==> config.mk <==
export PLATFORM = sky130hd
export DESIGN_NAME = dsm_top
export DESIGN_NICKNAME = d
export VERILOG_FILES = /design/src/hdl/dsm_sync.v /design/src/hdl/dsm_top.v
export VERILOG_INCLUDE_DIRS = /design/src /design/src/hdl
export SDC_FILE = /design/constraint.sdc
export NUM_CORES = 1
export LEC_CHECK = 0
export BUFFER_PORTS_ARGS = -buffer_cell sky130_fd_sc_hd__buf_2
export CORE_MARGIN = 1.5
export CORE_UTILIZATION = 50
export CTS_BUF_LIST = sky130_fd_sc_hd__clkbuf_4 sky130_fd_sc_hd__clkbuf_8 sky130_fd_sc_hd__clkbuf_16
export DETAILED_ROUTE_END_ITERATION = 6
export PLACE_DENSITY = 0.77
export SLEW_MARGIN = 5
export SYNTH_ARGS = -nofsm -noshare
export SYNTH_HDL_FRONTEND = slang
export SYNTH_SLANG_ARGS = --single-unit
==> constraint.sdc <==
create_clock -name clk -period 2.5 [get_ports clk]
set_clock_uncertainty 0.05 [all_clocks]
set_input_delay 0.25 -clock clk [delete_from_list [all_inputs] [get_ports clk]]
set_output_delay 0.25 -clock clk [all_outputs]
set_load 0.01 [all_outputs]
==> src/hdl/dsm_consts.vh <==
// Constants for the drive power-stage state machine of one axis.
// Assumes inclusion by the design files of the dsm block only.
// Operation
// State follows command word, reported in status
// Excite only in enabled, quick stop, reaction
// Refuse parameter writes during initialization
// Command word bit layout as fixed below
// Shutdown, disable voltage, quick stop, reset edge
// 0111 switch on, 1111 enable operation
// Switch on needs comm, power, release off
// Power-up enters not ready to switch on
// Initialization done moves to switch on disabled
// Quick stop at rest may go disabled
// Alarm enters fault reaction, then fault
// Condition loss while stopped drops to ready
// Comm loss in motion raises alarm 81h
// Power loss in motion raises alarm 23h
// Release in motion goes ready, no alarm
// Quick stop conditions lead to switch on disabled
// Status bits six to zero per state
// Voltage enabled bit follows main power
// One evaluation per cycle, alarm wins
// Fault reset only in fault, clears alarm
`ifndef DSM_CONSTS_VH
`define DSM_CONSTS_VH
`define DSM_CMD_OFFSET     16'h6040
`define DSM_STAT_OFFSET    16'h6041
`define DSM_CMD_RESET      16'h0000
`define DSM_CMD_SWITCH_ON  0
`define DSM_CMD_EN_VOLT    1
`define DSM_CMD_QSTOP      2
`define DSM_CMD_EN_OP      3
`define DSM_CMD_FAULT_RST  7
`define DSM_CMD_HALT       8
`define DSM_ST_READY       0
`define DSM_ST_SWITCHED    1
`define DSM_ST_OP_EN       2
`define DSM_ST_FAULT       3
`define DSM_ST_VOLT        4
`define DSM_ST_QSTOP       5
`define DSM_ST_SOD         6
`define DSM_ALM_NONE       8'h00
`define DSM_ALM_BUS        8'h81
`define DSM_ALM_POWER      8'h23
`endif

==> src/hdl/dsm_sync.v <==
// Two-flip-flop synchroniser for a group of level inputs.
// Assumes the inputs are asynchronous pins; the reset is already synchronous-released.
`timescale 1ns/1ps
`default_nettype none
module dsm_sync #(
	parameter W = 1
) (
	input  wire         clk,
	input  wire         rst_b,
	input  wire [W-1:0] d,
	output reg  [W-1:0] q
);
	reg [W-1:0] meta_r;

	always @(posedge clk or negedge rst_b) begin
		if (!rst_b) begin
			meta_r <= {W{1'b0}};
			q      <= {W{1'b0}};
		end else begin
			meta_r <= d;
			q      <= meta_r;
		end
	end
endmodule // dsm_sync
`default_nettype wire

==> src/hdl/dsm_top.v <==
// Drive power-stage state machine for one axis, with the command and status words.
// Assumes the command port is driven synchronously to clk; condition pins are asynchronous.
`timescale 1ns/1ps
`default_nettype none
`include "dsm_consts.vh"
module dsm_top (
	input  wire        clk,
	input  wire        rst_b,
	input  wire        cmd_wr,
	input  wire [15:0] cmd_addr,
	input  wire [15:0] cmd_wdata,
	input  wire [15:0] rd_addr,
	output reg  [15:0] rd_data,
	input  wire        comm_operational_state,
	input  wire        main_power,
	input  wire        release_in,
	input  wire        motor_moving,
	input  wire        init_done,
	input  wire        qstop_to_disabled,
	input  wire        param_wr,
	output reg         param_wr_ok,
	output reg         param_wr_refused,
	output reg         motor_excite,
	output reg         stop_request,
	output reg  [7:0]  alarm_code,
	output reg  [15:0] status_word
);
	// ****************************************
	// States
	// ****************************************
	localparam [7:0] S_NRDY = 8'h01;
	localparam [7:0] S_SOD  = 8'h02;
	localparam [7:0] S_RDY  = 8'h04;
	localparam [7:0] S_SWON = 8'h08;
	localparam [7:0] S_OPEN = 8'h10;
	localparam [7:0] S_QSA  = 8'h20;
	localparam [7:0] S_FRA  = 8'h40;
	localparam [7:0] S_FLT  = 8'h80;

	// ****************************************
	// Reset and input synchronisation
	// ****************************************
	reg rst_m_r;
	reg rst_s_r;
	always @(posedge clk or negedge rst_b) begin
		if (!rst_b) begin
			rst_m_r <= 1'b0;
			rst_s_r <= 1'b0;
		end else begin
			rst_m_r <= 1'b1;
			rst_s_r <= rst_m_r;
		end
	end

	wire [4:0] pins_s;
	dsm_sync #(.W(5)) u_sync (
		.clk   (clk),
		.rst_b (rst_s_r),
		.d     ({comm_operational_state, main_power, release_in, motor_moving, qstop_to_disabled}),
		.q     (pins_s)
	);
	wire comm_ok  = pins_s[4];
	wire power_ok = pins_s[3];
	wire rel_on   = pins_s[2];
	wire moving   = pins_s[1];
	wire qs_dis   = pins_s[0];
	// The release pin is active high: a one means the motor is released.
	wire cond_ok  = comm_ok & power_ok & ~rel_on;

	// ****************************************
	// Command word register
	// ****************************************
	reg [15:0] cmd_r;
	reg        frst_prev_r;
	always @(posedge clk or negedge rst_s_r) begin
		if (!rst_s_r) begin
			cmd_r       <= `DSM_CMD_RESET;
			frst_prev_r <= 1'b0;
		end else begin
			// command capture
			if (cmd_wr && cmd_addr == `DSM_CMD_OFFSET) begin
				cmd_r <= cmd_wdata;
			end
			frst_prev_r <= cmd_r[`DSM_CMD_FAULT_RST];
		end
	end

	// command field decode
	wire       b_son  = cmd_r[`DSM_CMD_SWITCH_ON];
	wire       b_ev   = cmd_r[`DSM_CMD_EN_VOLT];
	wire       b_qs   = cmd_r[`DSM_CMD_QSTOP];
	wire       b_eo   = cmd_r[`DSM_CMD_EN_OP];
	// command pattern decode
	wire       c_shut = b_qs & b_ev & ~b_son;
	wire       c_dv   = ~b_ev;
	wire       c_qs   = ~b_qs & b_ev;
	wire       c_frst = cmd_r[`DSM_CMD_FAULT_RST] & ~frst_prev_r;
	// switch on and enable operation
	wire       c_son  = ~b_eo & b_qs & b_ev & b_son;
	wire       c_eo   = b_eo & b_qs & b_ev & b_son;

	// ****************************************
	// State machine
	// ****************************************
	reg [7:0] state_r;
	reg [7:0] state_nxt;
	reg [7:0] alarm_r;
	reg [7:0] alarm_nxt;

	always @* begin
		state_nxt = state_r;
		alarm_nxt = alarm_r;
		case (state_r)
			// power-up state
			S_NRDY: begin
				// initialization complete
				if (init_done) begin
					state_nxt = S_SOD;
				end
			end
			S_SOD: begin
				if (c_shut) begin
					state_nxt = S_RDY;
				end
			end
			S_RDY: begin
				if (c_dv || c_qs) begin
					state_nxt = S_SOD;
				end else if ((c_son || c_eo) && cond_ok) begin
					// switch on gated by conditions
					// enable operation bypasses switched on
					state_nxt = c_eo ? S_OPEN : S_SWON;
				end
			end
			S_SWON: begin
				// condition loss while stopped
				if (!cond_ok) begin
					state_nxt = S_RDY;
				end else if (c_dv || c_qs) begin
					state_nxt = S_SOD;
				end else if (c_shut) begin
					state_nxt = S_RDY;
				end else if (c_eo) begin
					state_nxt = S_OPEN;
				end
			end
			S_OPEN: begin
				// alarm before commands
				if (moving && !comm_ok) begin
					// bus error alarm
					alarm_nxt = `DSM_ALM_BUS;
					state_nxt = S_FRA;
				end else if (moving && !power_ok) begin
					// power off alarm
					alarm_nxt = `DSM_ALM_POWER;
					state_nxt = S_FRA;
				end else if (!cond_ok) begin
					// release in motion, no alarm
					// condition loss while stopped
					state_nxt = S_RDY;
				end else if (c_dv) begin
					state_nxt = S_SOD;
				end else if (c_qs) begin
					state_nxt = S_QSA;
				end else if (c_shut) begin
					state_nxt = S_RDY;
				end else if (c_son) begin
					state_nxt = S_SWON;
				end
			end
			S_QSA: begin
				if (moving && !comm_ok) begin
					// bus error alarm
					alarm_nxt = `DSM_ALM_BUS;
					state_nxt = S_FRA;
				end else if (moving && !power_ok) begin
					// power off alarm
					alarm_nxt = `DSM_ALM_POWER;
					state_nxt = S_FRA;
				end else if (!cond_ok) begin
					// quick stop to disabled
					state_nxt = S_SOD;
				end else if (c_dv) begin
					state_nxt = S_SOD;
				end else if (!moving && qs_dis) begin
					// quick stop completion
					state_nxt = S_SOD;
				end else if (c_eo) begin
					state_nxt = S_OPEN;
				end
			end
			S_FRA: begin
				// stop completed, enter fault
				if (!moving) begin
					state_nxt = S_FLT;
				end
			end
			S_FLT: begin
				// fault reset edge
				if (c_frst) begin
					state_nxt = S_SOD;
					alarm_nxt = `DSM_ALM_NONE;
				end
			end
			default: begin
				state_nxt = S_NRDY;
				alarm_nxt = `DSM_ALM_NONE;
			end
		endcase
	end

	// ****************************************
	// Status word encoding
	// ****************************************
	reg [15:0] stat_nxt;
	always @* begin
		stat_nxt = 16'h0000;
		// status bits per state
		case (state_nxt)
			S_FLT:  stat_nxt[6:0] = 7'h28;
			S_FRA:  stat_nxt[6:0] = 7'h2f;
			S_SOD:  stat_nxt[6:0] = 7'h60;
			S_RDY:  stat_nxt[6:0] = 7'h21;
			S_SWON: stat_nxt[6:0] = 7'h23;
			S_OPEN: stat_nxt[6:0] = 7'h27;
			S_QSA:  stat_nxt[6:0] = 7'h07;
			default: stat_nxt[6:0] = 7'h00;
		endcase
		// voltage enabled from power
		stat_nxt[`DSM_ST_VOLT] = power_ok;
	end

	// ****************************************
	// Registered outputs
	// ****************************************
	// The read port is registered, so a read returns data one cycle after the address.
	always @(posedge clk or negedge rst_s_r) begin
		if (!rst_s_r) begin
			state_r          <= S_NRDY;
			alarm_r          <= `DSM_ALM_NONE;
			status_word      <= 16'h0000;
			motor_excite     <= 1'b0;
			stop_request     <= 1'b0;
			alarm_code       <= `DSM_ALM_NONE;
			param_wr_ok      <= 1'b0;
			param_wr_refused <= 1'b0;
			rd_data          <= 16'h0000;
		end else begin
			// one evaluation per cycle
			state_r      <= state_nxt;
			alarm_r      <= alarm_nxt;
			// status reported
			status_word  <= stat_nxt;
			// excitation per state
			motor_excite <= (state_nxt == S_OPEN) || (state_nxt == S_QSA) || (state_nxt == S_FRA);
			// stop the operation
			stop_request <= (state_nxt == S_QSA) || (state_nxt == S_FRA);
			alarm_code   <= alarm_nxt;
			// parameter write gating
			param_wr_ok      <= param_wr && (state_r != S_NRDY);
			param_wr_refused <= param_wr && (state_r == S_NRDY);
			if (rd_addr == `DSM_CMD_OFFSET) begin
				rd_data <= cmd_r;
			end else if (rd_addr == `DSM_STAT_OFFSET) begin
				rd_data <= status_word;
			end else begin
				rd_data <= 16'h0000;
			end
		end
	end
endmodule // dsm_top
`default_nettype wire

# == Yosys cells after proc, flatten, opt, wreduce, memory -nomap -nowiden ==
# Index checks and enable logic that the tools add are counted.
# totals
wordCells,103
ff_bits,72
out_inout_bits,44
inputBits,58
# op_classes
reduce_logical,18
eq_ne,21
bitwise,19
mux,31
# ops
cell,count
8-bit two-way mux,25
8-bit one-hot mux with 8 select lines,1
7-bit one-hot mux with 7 select lines,1
"16-bit by 15-bit equality test with 1-bit output, second input constant",3
8-bit one-hot mux with 3 select lines,1
"8-bit by 2-bit equality test with 1-bit output, second input constant",2
"8-bit by 3-bit equality test with 1-bit output, second input constant",2
"8-bit by 4-bit equality test with 1-bit output, second input constant",2
"8-bit by 5-bit equality test with 1-bit output, second input constant",2
"8-bit by 6-bit equality test with 1-bit output, second input constant",2
"8-bit by 7-bit equality test with 1-bit output, second input constant",2
"8-bit equality test, second input constant",2
16-bit two-way mux,1
1-bit AND,12
"8-bit by 1-bit equality test with 1-bit output, second input constant",1
"8-bit by 1-bit inequality test with 1-bit output, second input constant",1
1-bit logical AND,7
7-bit two-way mux,1
1-bit NOT,7
1-bit logical OR,5
5-bit two-way mux,1
5-bit OR reduction,1
1-bit zero test,3
"3-bit by 1-bit inequality test with 1-bit output, second input constant",1
other kinds (3),3

# == Depth between registers and ports, before layout ==
# Gate-level depths: netlist of the first run.
# logic_depth
word_depth,15
depth_mapped,8
mapped_depth_nobuf,7

# == Cells and area by module ==
# Synthesis of the first run repeated with hierarchy kept, for this count alone.
# hier_totals
cells_unflattened,257
hier_area_um2,2994.1
# modules_own_cells
module,seq_area_each_um2,cells_per_inst,n_inst,area_per_inst_um2
dsm_top,1427.6,247,1,2743.9
dsm_sync,250.2,10,1,250.2

# == Least setup slack after synthesis of the first run ==
# No wires, ideal clock.
# synth_path
path_kind,register to register
startpoint,register state_r[3]
endpoint,register status_word[1]
setup_time_ns,0.130
stages_incl_launch_ff,8
period_less_slack_ns,1.976
path_buffers,1
required_time_ns,2.320
arrival_time_ns,1.796
path_slack_ns,0.524
cell_sequence,dfrtp_1 -> buf_6 -> or4_4 -> nor4_1 -> a21oi_1 -> a41o_1 -> nand2_4 -> nand3_2
# synth_between
elab_chain_len,10
word_cells_on_any_way,39
cone_classes,15 x eq/ne; 24 x mux
# synth_lines
element,line,rtl
start: declaration,dsm_top.v:105,reg [7:0] state_r;
start signal: assignment,dsm_top.v:250,state_r <= state_nxt;
8-bit two-way mux,dsm_top.v:167,end else if (c_son) begin
8-bit two-way mux,dsm_top.v:165,end else if (c_shut) begin
8-bit two-way mux,dsm_top.v:163,end else if (c_qs) begin
8-bit two-way mux,dsm_top.v:161,end else if (c_dv) begin
8-bit two-way mux,dsm_top.v:157,end else if (!cond_ok) begin
8-bit two-way mux,dsm_top.v:153,end else if (moving && !power_ok) begin
8-bit two-way mux,dsm_top.v:149,if (moving && !comm_ok) begin
8-bit one-hot mux with 8 select lines *,dsm_top.v:113,case (state_r)
8-bit by 6-bit equality test with 1-bit output (tied with other cells),dsm_top.v:219,case (state_nxt)
7-bit one-hot mux with 7 select lines *,dsm_top.v:219,
net stat_nxt[1],dsm_top.v:215,reg [15:0] stat_nxt;
end signal: assignment,dsm_top.v:253,status_word <= stat_nxt;
end: declaration,dsm_top.v:26,output reg [15:0] status_word
# The timed path passes the listed nets; every way through them passes the cells marked *.
# A chain may end at the register's enable or synchronous reset.

# == Worst setup path after layout of the first run ==
# layout_path
startpoint,register state_r[2]
endpoint,register motor_excite
# layout_between
elab_chain_len,11
word_cells_on_any_way,36
cone_classes,11 x eq/ne; 23 x mux; 2 x reduce/logical
# layout_lines
element,line,rtl
8-bit two-way mux,dsm_top.v:167,
8-bit two-way mux,dsm_top.v:165,
8-bit two-way mux,dsm_top.v:163,
8-bit two-way mux,dsm_top.v:161,
8-bit two-way mux,dsm_top.v:157,
8-bit two-way mux,dsm_top.v:153,
8-bit two-way mux,dsm_top.v:149,
8-bit one-hot mux with 8 select lines *,dsm_top.v:113,
8-bit by 5-bit equality test with 1-bit output or 8-bit by 6-bit equality test with 1-bit output (tied branches),dsm_top.v:255,motor_excite <= (state_nxt == S_OPEN) || (state_nxt == S_QSA) || (state_nxt == S_FRA);
1-bit logical OR,dsm_top.v:255,
1-bit logical OR *,dsm_top.v:255,
end signal: assignment,dsm_top.v:255,
end: declaration,dsm_top.v:23,"output reg motor_excite,"
# Mark *: on every way between the ends. The rest lies on a longest branch, timed or not.

==> results.py, run 1 <==
metrics = {
    "hold_path": {
        "hp-class": "in -> reg",
        "min_path_cells": 2,
    },
    "clock_tree": {
        "cts_htree_levels": 3,
        "post_cts_setup_bufs": 0,
        "post_cts_resized": 0,
        "tritoncts_num_sinks": 67,
        "clk_transition_reported_paths_ps": 70,
        "clock_path_buffers": 2,
        "tritoncts.num_buffers": 9,
        "clk-insertion-delay-late_ps": 340,
        "cts.hold.buffers_added": 6,
        "root_buffer": "clkbuf_8",
        "clock_tree_from_tritoncts": "yes",
    },
    "timing": {
        "finalHoldViolations": 0,
        "clock.fmax_mhz": 456,
        "hold_ws_ps": 26.4,
        "setup_viol": 0,
        "setup-tns-final_ps": 0,
        "timing.max_slew.rel_slack_pct": 62.4,
        "timing_max_transition_violations_final": 0,
        "post-route-min-period_ps": 2190,
        "worst_slew_pin_slew_ps": 556,
        "finalCritPeriodShare_pct": 87.7,
        "unrepaired_setup_endpoints_after_global_routing": "false",
    },
    "die": {
        "floorplan.io_pins": 102,
        "core_area_um2": 5960,
        "die-width_um": 81.9,
        "dieArea_um2": 6700,
        "placement_rows": 28,
        "die_h_um": 81.9,
        "initial_standard_cell_utilization_of_the_core_pct": 52.2,
    },
    "pwr": {
        "power_per_cell_area_nw_per_um2": 658,
        "static-leakage-power_nw": 2.00,
        "vdd_ir_drop_max_uv": 457,
        "totalPowerFinal_w": 0.00252,
    },
    "grt": {
        "grt_start_max_net_pins": 58,
        "grt_antenna_before_repair": 0,
        "grt_pass1_vias": 2268,
        "globalRoute.totalOverflow": 0,
        "wire_length_of_the_first_global_routing_pass_mm": 11.0,
        "grtUsageTotal_pct": 22.5,
    },
    "routing": {
        "drt_first_pass_iters": 5,
        "drt_wl_total_mm": 6.81,
        "drt-vias-per-instance": 5.36,
        "drtIter0Drc": 243,
        "num_vias": 2382,
        "drtAntennaViolNets": 0,
        "routedWlPerCell_um": 15.3,
        "post-route-drc-count": 0,
    },
    "placed_design": {
        "place_congestion": 0.947,
        "placement.io_buffers": 88,
        "dpl.hpwl_mm": 4.95,
    },
    "worst_setup_path": {
        "crit_type": "reg -> reg",
        "timing.critical_path.fanout_max": 11,
        "critical_path.endpoint_type": "flop",
        "critPathArrivalTime_ps": 2350,
        "worst-endpoint-required_ps": 2650,
        "critPathSlowestCell": "or4_4",
        "critical-path-max-stage-delay_ps": 620,
        "worstPathCellList": "or4_4 -> nor3_4 -> o21ai_1 -> a41o_1 -> nand2_4 -> nand2_1",
        "critical_path.startpoint_type": "flop",
        "ff2ff_path_depth": 6,
    },
    "yosys": {
        "ys.flop_type": "dfrtp_1",
        "synth.cells.most_frequent": "66 x dfrtp_1, 15 x buf_4, 15 x mux2_2, 15 x nor2_1, 13 x nand2_1",
        "postSynthAreaPerCell_um2": 11.6,
        "synth_top_area_share_pct": 53.1,
        "synth_top_cells_by_area": "dfrtp_1 53%, mux2_2 5.4%, buf_4 3.6%",
        "number_of_flip_flops_and_latches_in_the_synthesized_netlist": 67,
        "post-synth-top-count-cell": "dfrtp_1",
        "async_flop_share_pct": 100,
        "synthesis.area_um2": 3110,
        "synth_enable_flop_cells": 0,
        "synth_sequential_area_ratio_pct": 53.9,
        "synth.distinct_cells": 58,
        "synth.largest_area_cell": "dfrtp_1",
        "synth.yosys.warnings": 0,
        "synthCells": 268,
    },
    "run": {
        "timing.max_cap.violations": 0,
    },
    "layout": {
        "post_route_cells_drive_above_1_share_pct": 39.0,
        "finalCoreUtilization_pct": 64.3,
        "area.growth.synth_to_final_pct": 23.1,
        "diodes_inserted": 0,
        "nets": 422,
    },
    "outcome": {
        "run_status": "finished clean",
    },
}
-- critical path: cells and delay by family, from the launching register on --
| kind | cells | cell delay, ps |
|---|---|---|
| DFF | 1 | 530 |
| AOI/OAI and AO/OA | 2 | 440 |
| and+or+nand+nor | 4 | 1040 |
-- metal layers --
layer / vias to the layer above / wire length [um] / GRT usage [%]
li1: 1114 / - / -
met1: 1155 / 2770 / 30.2
met2: 93 / 3360 / 33.9
met3: 20 / 492 / 5.11
met4: 0 / 187 / 11.7
met5: - / 0 / 0
-- cell usage in the layout (no fill, tap or decap), types with 7 or more instances in the layout --
cell type,count
a21oi_1,7
o21ai_0,8
buf_2,88
mux2i_1,7
nand2_1,13
nor4_1,7
clkbuf_8,10
nand4_1,7
and2_1,11
nor2_1,15
conb_1,14
dfrtp_1,65
nor2b_1,10
mux2_2,15
-- final timing paths --
path / startpoint / end / slack [ps]
hold / removal: init_done / state_r[0] / 30
setup / recovery: state_r[2] / motor_excite / 310
hold reg to reg: rst_s_r / state_r[6] / 70
setup reg to reg: state_r[2] / motor_excite / 310
max in group asynchronous: rst_s_r / u_sync.q[4] / 1750
min in group asynchronous: rst_s_r / state_r[6] / 70
-- stage by stage --
| stage | setup WS (ps) | area (um^2) | cells |
|---|---|---|---|
| after floorplan | 448 | 3160 | 280 |
| after global placement | 344 | 3570 | 422 |
| after detailed placement | 350 | 3570 | 422 |
| after CTS | 326 | 3830 | 444 |
| after global routing | 183 | 3830 | 444 |
| final | 307 | 3830 | 444 |
-- layout make-up --
class	count	area [um^2]
Sequential cell	67	1680
Fill cell	490	2130
Multi-Input combinational cell	180	1270
Clock buffer	12	153
Timing Repair Buffer	100	558
Inverter	6	22.5
Tap cell	75	93.8
Clock inverter	4	50.0
-- logic make-up after synthesis --
| group | after synthesis | share of synthesized area (%) |
|---|---|---|
| flops | 67 | 53.9 |
| simple gates | 103 | 21.5 |
| buf+inv | 33 | 6.60 |
| compound gates | 39 | 9.49 |
| mux | 22 | 7.68 |
| xor+xnor | 2 | 0.563 |
| other cells | 2 | 0.241 |
-- power by group --
| group | total (W) | internal (W) | switching, W | leakage (nW) |
|---|---|---|---|---|
| logic | 0.000407 | 0.000182 | 0.000224 | 1.01 |
| clock network | 0.000907 | 0.000509 | 0.000398 | 0.0994 |
| registers | 0.00121 | 0.00114 | 0.0000642 | 0.890 |
| total | 0.00252 | 0.00183 | 0.000687 | 2.00 |
-- flip-flops by register name (all words and copies together), names as in the netlist --
name,count
rd_data,16
u_sync.q,5
param_wr_ok,1
rst_s_r,1
state_r,8
u_sync.meta_r,5
frst_prev_r,1
alarm_r,3
rst_m_r,1
cmd_r,16
stop_request,1
status_word,7
param_wr_refused,1
motor_excite,1
No activity file was read; power rests on OpenSTA's default activity.
==> run 2: changes to the inputs <==
--- a/config.mk
+++ b/config.mk
@@ -12,6 +12,7 @@
 export CTS_BUF_LIST = sky130_fd_sc_hd__clkbuf_4 sky130_fd_sc_hd__clkbuf_8 sky130_fd_sc_hd__clkbuf_16
 export DETAILED_ROUTE_END_ITERATION = 6
 export PLACE_DENSITY = 0.77
+export REMOVE_ABC_BUFFERS = 1
 export SLEW_MARGIN = 5
 export SYNTH_ARGS = -nofsm -noshare
 export SYNTH_HDL_FRONTEND = slang
==> results.py, run 2 (synthesized netlist as in run 1, its figures left out) <==
metrics = {
    "die": {
        "placement_rows": 28,
        "initial_standard_cell_utilization_of_the_core_pct": 52.2,
        "die-width_um": 81.9,
        "die_h_um": 81.9,
        "floorplan.io_pins": 102,
        "dieArea_um2": 6700,
        "core_area_um2": 5960,
    },
    "timing": {
        "timing.max_slew.rel_slack_pct": 58.4,
        "finalHoldViolations": 0,
        "unrepaired_setup_endpoints_after_global_routing": "false",
        "clock.fmax_mhz": 454,
        "timing_max_transition_violations_final": 0,
        "setup_viol": 0,
        "setup_ws_ps": 296,
        "finalCritPeriodShare_pct": 88.1,
        "worst_slew_pin_slew_ps": 624,
        "post-route-min-period_ps": 2200,
        "setup-tns-final_ps": 0,
    },
    "layout": {
        "diodes_inserted": 0,
        "largest_registers": "cmd_r (16), rd_data (16), state_r (8)",
        "final_common_cell": "buf_2",
        "num-fill-cells": 487,
        "post_route_cells_drive_above_1_share_pct": 39.2,
        "area.growth.synth_to_final_pct": 23.0,
        "nets": 424,
        "commonest_non_fill_non_tap_cells_in_the_layout": "88 x buf_2, 65 x dfrtp_1, 15 x nor2_1, 15 x mux2_2, 14 x conb_1",
    },
    "clock_tree": {
        "root_buffer": "clkbuf_8",
        "post_cts_setup_bufs": 0,
        "cts_htree_levels": 3,
        "clock_path_buffers": 2,
        "clock_tree_from_tritoncts": "yes",
        "tritoncts.num_buffers": 9,
        "clk_transition_reported_paths_ps": 70,
        "post_cts_resized": 0,
        "tritoncts_num_sinks": 67,
        "clk-insertion-delay-late_ps": 340,
    },
    "worst_setup_path": {
        "rr_endpoint": "status_word[1]",
        "critical_path.startpoint_type": "flop",
        "critPathSlowestCell": "or4_4",
        "worst_r2r_setup_slack_ps": 300,
        "critPathArrivalTime_ps": 2370,
        "critical-path-max-stage-delay_ps": 630,
        "timing.rr.start": "state_r[2]",
        "worstSetupStartpoint": "state_r[2]",
        "timing.critical_path.fanout_max": 11,
        "ff2ff_path_depth": 6,
        "crit_type": "reg -> reg",
        "worstPathCellList": "or4_4 -> nor3_4 -> o21ai_1 -> a41o_1 -> nand2_4 -> nand3_2",
        "critical_path.endpoint_type": "flop",
        "worst-endpoint-required_ps": 2670,
    },
    "pwr": {
        "power_per_cell_area_nw_per_um2": 641,
        "vdd_ir_drop_max_uv": 508,
        "totalPowerFinal_w": 0.00245,
        "static-leakage-power_nw": 2.00,
    },
    "grt": {
        "groute.layer.met3.usage_pct": 5.00,
        "groute.layer.met2.usage_pct": 34.9,
        "grt_use_met1_pct": 26.5,
        "global_route.peak_usage_layer": "met2",
        "grt_antenna_before_repair": 0,
        "grt_pass1_vias": 2306,
        "globalRoute.totalOverflow": 0,
        "grtUsageTotal_pct": 21.6,
        "grt_start_max_net_pins": 40,
        "wire_length_of_the_first_global_routing_pass_mm": 10.6,
    },
    "routing": {
        "drt_wl_total_mm": 6.62,
        "drtAntennaViolNets": 0,
        "drt-vias-per-instance": 5.34,
        "drt_first_pass_iters": 4,
        "drtIter0Drc": 191,
        "routedWlPerCell_um": 14.9,
        "post-route-drc-count": 0,
        "num_vias": 2377,
    },
    "run": {
        "timing.max_cap.violations": 0,
    },
    "hold_path": {
        "min_delay_worst_endpoint": "state_r[0]",
        "hold_start": "init_done",
        "min_path_cells": 2,
        "hp-class": "in -> reg",
    },
    "placed_design": {
        "dpl.hpwl_mm": 4.93,
        "place_congestion": 1.03,
        "placement.io_buffers": 88,
        "placement.setup.worst_slack_ps": 323,
    },
    "outcome": {
        "run_status": "finished clean",
    },
}
==> run 2: changes by cell type in the layout (fill, tap and decap cells not counted), sizes merged <==
| cell | change |
|---|---|
| clkbuf | -2 |
| buf | +2 |
| clkinv | +1 |
==> run 2: repair_timing <==
action | in CTS | in global routing
hold buffers | 6 | 0
endpoints found under the hold margin | 7 | 0
endpoints found under the setup margin | 0 | 0
==> run 2: worst max path at each step <==
| stage | to | depth (start not counted) |
|---|---|---|
| after global placement | status_word[0] | 6 |
| after global routing | status_word[1] | 6 |
| after detailed placement | status_word[1] | 6 |
| final | status_word[1] | 6 |
| after floorplan | alarm_r[0] | 0 |
| after CTS | status_word[1] | 6 |
==> run 2: final cells by class <==
type	count	area (um^2)	share of cell area (%)
multi-input combinational	180	1270	33.2
clock inverter	5	55.1	1.44
clock buffer	10	131	3.43
sequential	67	1680	43.9
tap	75	93.8	2.45
inverter	6	22.5	0.588
timing repair buffer	102	573	15.0
==> run 2: critical path, delay by kind of cell (launching register included) <==
family	cells	cell delay [ps]
compound gates	2	450
flops	1	530
simple gates	4	1050
==> run 2: report_power, final <==
| group | leakage [nW] | internal (W) | switching, W |
|---|---|---|---|
| clock network | 0.0916 | 0.000462 | 0.000390 |
| logic | 1.02 | 0.000182 | 0.000206 |
| registers | 0.890 | 0.00114 | 0.0000717 |
| total | 2.00 | 0.00178 | 0.000668 |
==> run 2: metrics by stage <==
stage,hold slack (ps),cells,utilization [%],cell area (um^2)
after floorplan,-95.6,253,-,2970
after global placement,-13.2,424,60.1,3580
after detailed placement,-13.5,424,60.1,3580
after CTS,0.378,445,64.3,3830
after global routing,19.9,445,64.3,3830
final,20.9,445,64.3,3830
==> run 2: routing by layer <==
| layer | vias up | wire (um) |
|---|---|---|
| met2 | 111 | 3210 |
| met3 | 20 | 469 |
| met5 | - | 0 |
| li1 | 1121 | - |
| met1 | 1125 | 2750 |
| met4 | 0 | 198 |
==> run 3: changes to the inputs <==
--- a/config.mk
+++ b/config.mk
@@ -6,12 +6,13 @@
 export SDC_FILE = /design/constraint.sdc
 export NUM_CORES = 1
 export LEC_CHECK = 0
+export ABC_AREA = 1
 export BUFFER_PORTS_ARGS = -buffer_cell sky130_fd_sc_hd__buf_2
 export CORE_MARGIN = 1.5
-export CORE_UTILIZATION = 50
+export CORE_UTILIZATION = 51
 export CTS_BUF_LIST = sky130_fd_sc_hd__clkbuf_4 sky130_fd_sc_hd__clkbuf_8 sky130_fd_sc_hd__clkbuf_16
 export DETAILED_ROUTE_END_ITERATION = 6
-export PLACE_DENSITY = 0.77
+export PLACE_DENSITY = 0.78
 export REMOVE_ABC_BUFFERS = 1
 export SLEW_MARGIN = 5
 export SYNTH_ARGS = -nofsm -noshare
==> results.py, run 3 <==
metrics = {
    "grt": {
        "grt_start_max_net_pins": 44,
        "grt_pass1_vias": 2677,
        "grt_antenna_before_repair": 0,
        "globalRoute.totalOverflow": 0,
        "wire_length_of_the_first_global_routing_pass_mm": 12.4,
        "grtUsageTotal_pct": 22.6,
    },
    "die": {
        "die_h_um": 83.4,
        "core_area_um2": 6310,
        "dieArea_um2": 6960,
        "initial_standard_cell_utilization_of_the_core_pct": 52.3,
        "placement_rows": 29,
        "floorplan.io_pins": 102,
        "die-width_um": 83.4,
    },
    "placed_design": {
        "placement.io_buffers": 88,
        "dpl.hpwl_mm": 5.42,
        "placed_cell_area_um2": 3750,
        "place_congestion": 1.00,
    },
    "routing": {
        "drt_wl_total_mm": 7.31,
        "drtAntennaViolNets": 0,
        "drt-vias-per-instance": 4.83,
        "post-route-drc-count": 0,
        "drt_first_pass_iters": 4,
        "num_vias": 2783,
        "routedWlPerCell_um": 12.7,
        "drtIter0Drc": 199,
    },
    "yosys": {
        "ys.flop_type": "dfrtp_1",
        "synth.yosys.warnings": 0,
        "synth_enable_flop_cells": 0,
        "synth.distinct_cells": 36,
        "post-synth-top-count-cell": "nand2_1",
        "synth.largest_area_cell": "dfrtp_1",
        "synth.cells.most_frequent": "83 x nand2_1, 66 x dfrtp_1, 57 x inv_1",
        "number_of_flip_flops_and_latches_in_the_synthesized_netlist": 67,
        "async_flop_share_pct": 100,
        "synthesis.area_um2": 3300,
        "synth_sequential_area_ratio_pct": 50.9,
        "synth_top_cells_by_area": "dfrtp_1 50%, nand2_1 9.4%, inv_1 6.5%",
        "synth_top_area_share_pct": 50.1,
        "synthCells": 397,
        "postSynthAreaPerCell_um2": 8.31,
    },
    "clock_tree": {
        "clock_path_buffers": 2,
        "post_cts_resized": 0,
        "clk-insertion-delay-late_ps": 350,
        "clock_tree_from_tritoncts": "yes",
        "tritoncts_num_sinks": 67,
        "clk_transition_reported_paths_ps": 80,
        "root_buffer": "clkbuf_8",
        "cts_htree_levels": 3,
        "tritoncts.num_buffers": 9,
    },
    "timing": {
        "setup-tns-final_ps": 0,
        "timing.max_slew.rel_slack_pct": 65.8,
        "timing_max_transition_violations_final": 0,
        "setup_viol": 0,
        "finalCritPeriodShare_pct": 69.2,
        "worst_slew_pin_slew_ps": 514,
        "hold_ws_ps": 10.9,
        "finalHoldViolations": 0,
        "unrepaired_setup_endpoints_after_global_routing": "false",
        "clock.fmax_mhz": 578,
        "post-route-min-period_ps": 1730,
    },
    "worst_setup_path": {
        "critical_path.endpoint_type": "flop",
        "critPathArrivalTime_ps": 1920,
        "timing.critical_path.fanout_max": 8,
        "worst-endpoint-required_ps": 2690,
        "crit_type": "reg -> reg",
        "worst_r2r_setup_slack_ps": 770,
        "critical_path.startpoint_type": "flop",
    },
    "layout": {
        "nets": 552,
        "area.growth.synth_to_final_pct": 22.3,
        "diodes_inserted": 0,
        "commonest_non_fill_non_tap_cells_in_the_layout": "88 x buf_2, 83 x nand2_1, 65 x dfrtp_1",
        "final_common_cell": "buf_2",
        "post_route_cells_drive_above_1_share_pct": 29.9,
        "largest_registers": "cmd_r (16), rd_data (16), state_r (8)",
        "finish.instance_area_um2": 4040,
        "finalCoreUtilization_pct": 63.9,
    },
    "pwr": {
        "static-leakage-power_nw": 2.21,
        "vdd_ir_drop_max_uv": 558,
        "netSwitchingFraction_pct": 28.3,
        "power_per_cell_area_nw_per_um2": 641,
        "power.sequential.fraction_pct": 46.1,
        "share_comb_of_total_power_pct": 14.9,
        "totalPowerFinal_w": 0.00259,
        "power_report.internal_total_w": 0.00185,
        "p_sw_w": 0.000732,
        "clkPwrFrac_pct": 39.1,
    },
    "hold_path": {
        "hp-class": "in -> reg",
    },
    "run": {
        "timing.max_cap.violations": 0,
    },
    "outcome": {
        "run_status": "finished clean",
    },
}
run 3: area by class of cell:
cell class	instances	area, um^2
Tap cell	77	96.3
Sequential cell	67	1680
Clock inverter	7	101
Multi-Input combinational cell	254	1250
Inverter	66	253
Clock buffer	9	124
Timing Repair Buffer	96	528
Fill cell	578	2280
run 3: worst max-delay path, stage by stage (launching register included):
cell     delay, ps
dfrtp_1        560
nand2_1        260
nor2_4         170
inv_2           60
nand3_2         60
nand2_1         60
nand4_2         80
nand3_4         80
nor2_4         160
nand2_1         70
run 3: through the flow:
step	instances	worst slack, ps
finish	576	771
global route	576	661
CTS	576	793
detailed placement	554	808
global placement	554	818
floorplan	387	448
run 3: cell families after synthesis:
| group | count (synthesis) | share of synthesized area, % |
|---|---|---|
| flops | 67 | 50.9 |
| other cells | 2 | 0.228 |
| compound gates | 39 | 6.22 |
| buf+inv | 88 | 12.5 |
| simple gates | 201 | 30.2 |
run 3: metal layers:
metal	wire length [um]	track usage, %
met1	3040	28.2
met5	0	0
met3	486	4.27
met4	209	11.5
met2	3580	37.5
run 3: worst paths after layout:
check / from / end / cells past startpoint
max in group asynchronous: rst_s_r / status_word[0] / 1
setup reg to reg: cmd_r[0] / status_word[0] / 9
hold reg to reg: rst_s_r / state_r[5] / 0
setup / recovery: cmd_r[0] / status_word[0] / 9
min in group asynchronous: rst_b / rst_s_r / 2
hold / removal: init_done / state_r[0] / 2
run 3: repair_timing:
action	CTS	global route
setup buffers	0	0
hold endpoints to repair	7	0
hold buffers	6	0
run 3: power by group through the flow:
| stage | combinational [W] | clock (W) | sequential [W] |
|---|---|---|---|
| 2_1_floorplan | 0.000220 | 0 | 0.00122 |
| 3_3_place_gp | 0.000365 | 0 | 0.00121 |
| 3_5_place_dp | 0.000376 | 0 | 0.00121 |
| 4_1_cts | 0.000384 | 0.00102 | 0.00119 |
| 5_1_grt | 0.000428 | 0.00106 | 0.00120 |
| 6_report | 0.000384 | 0.00101 | 0.00119 |
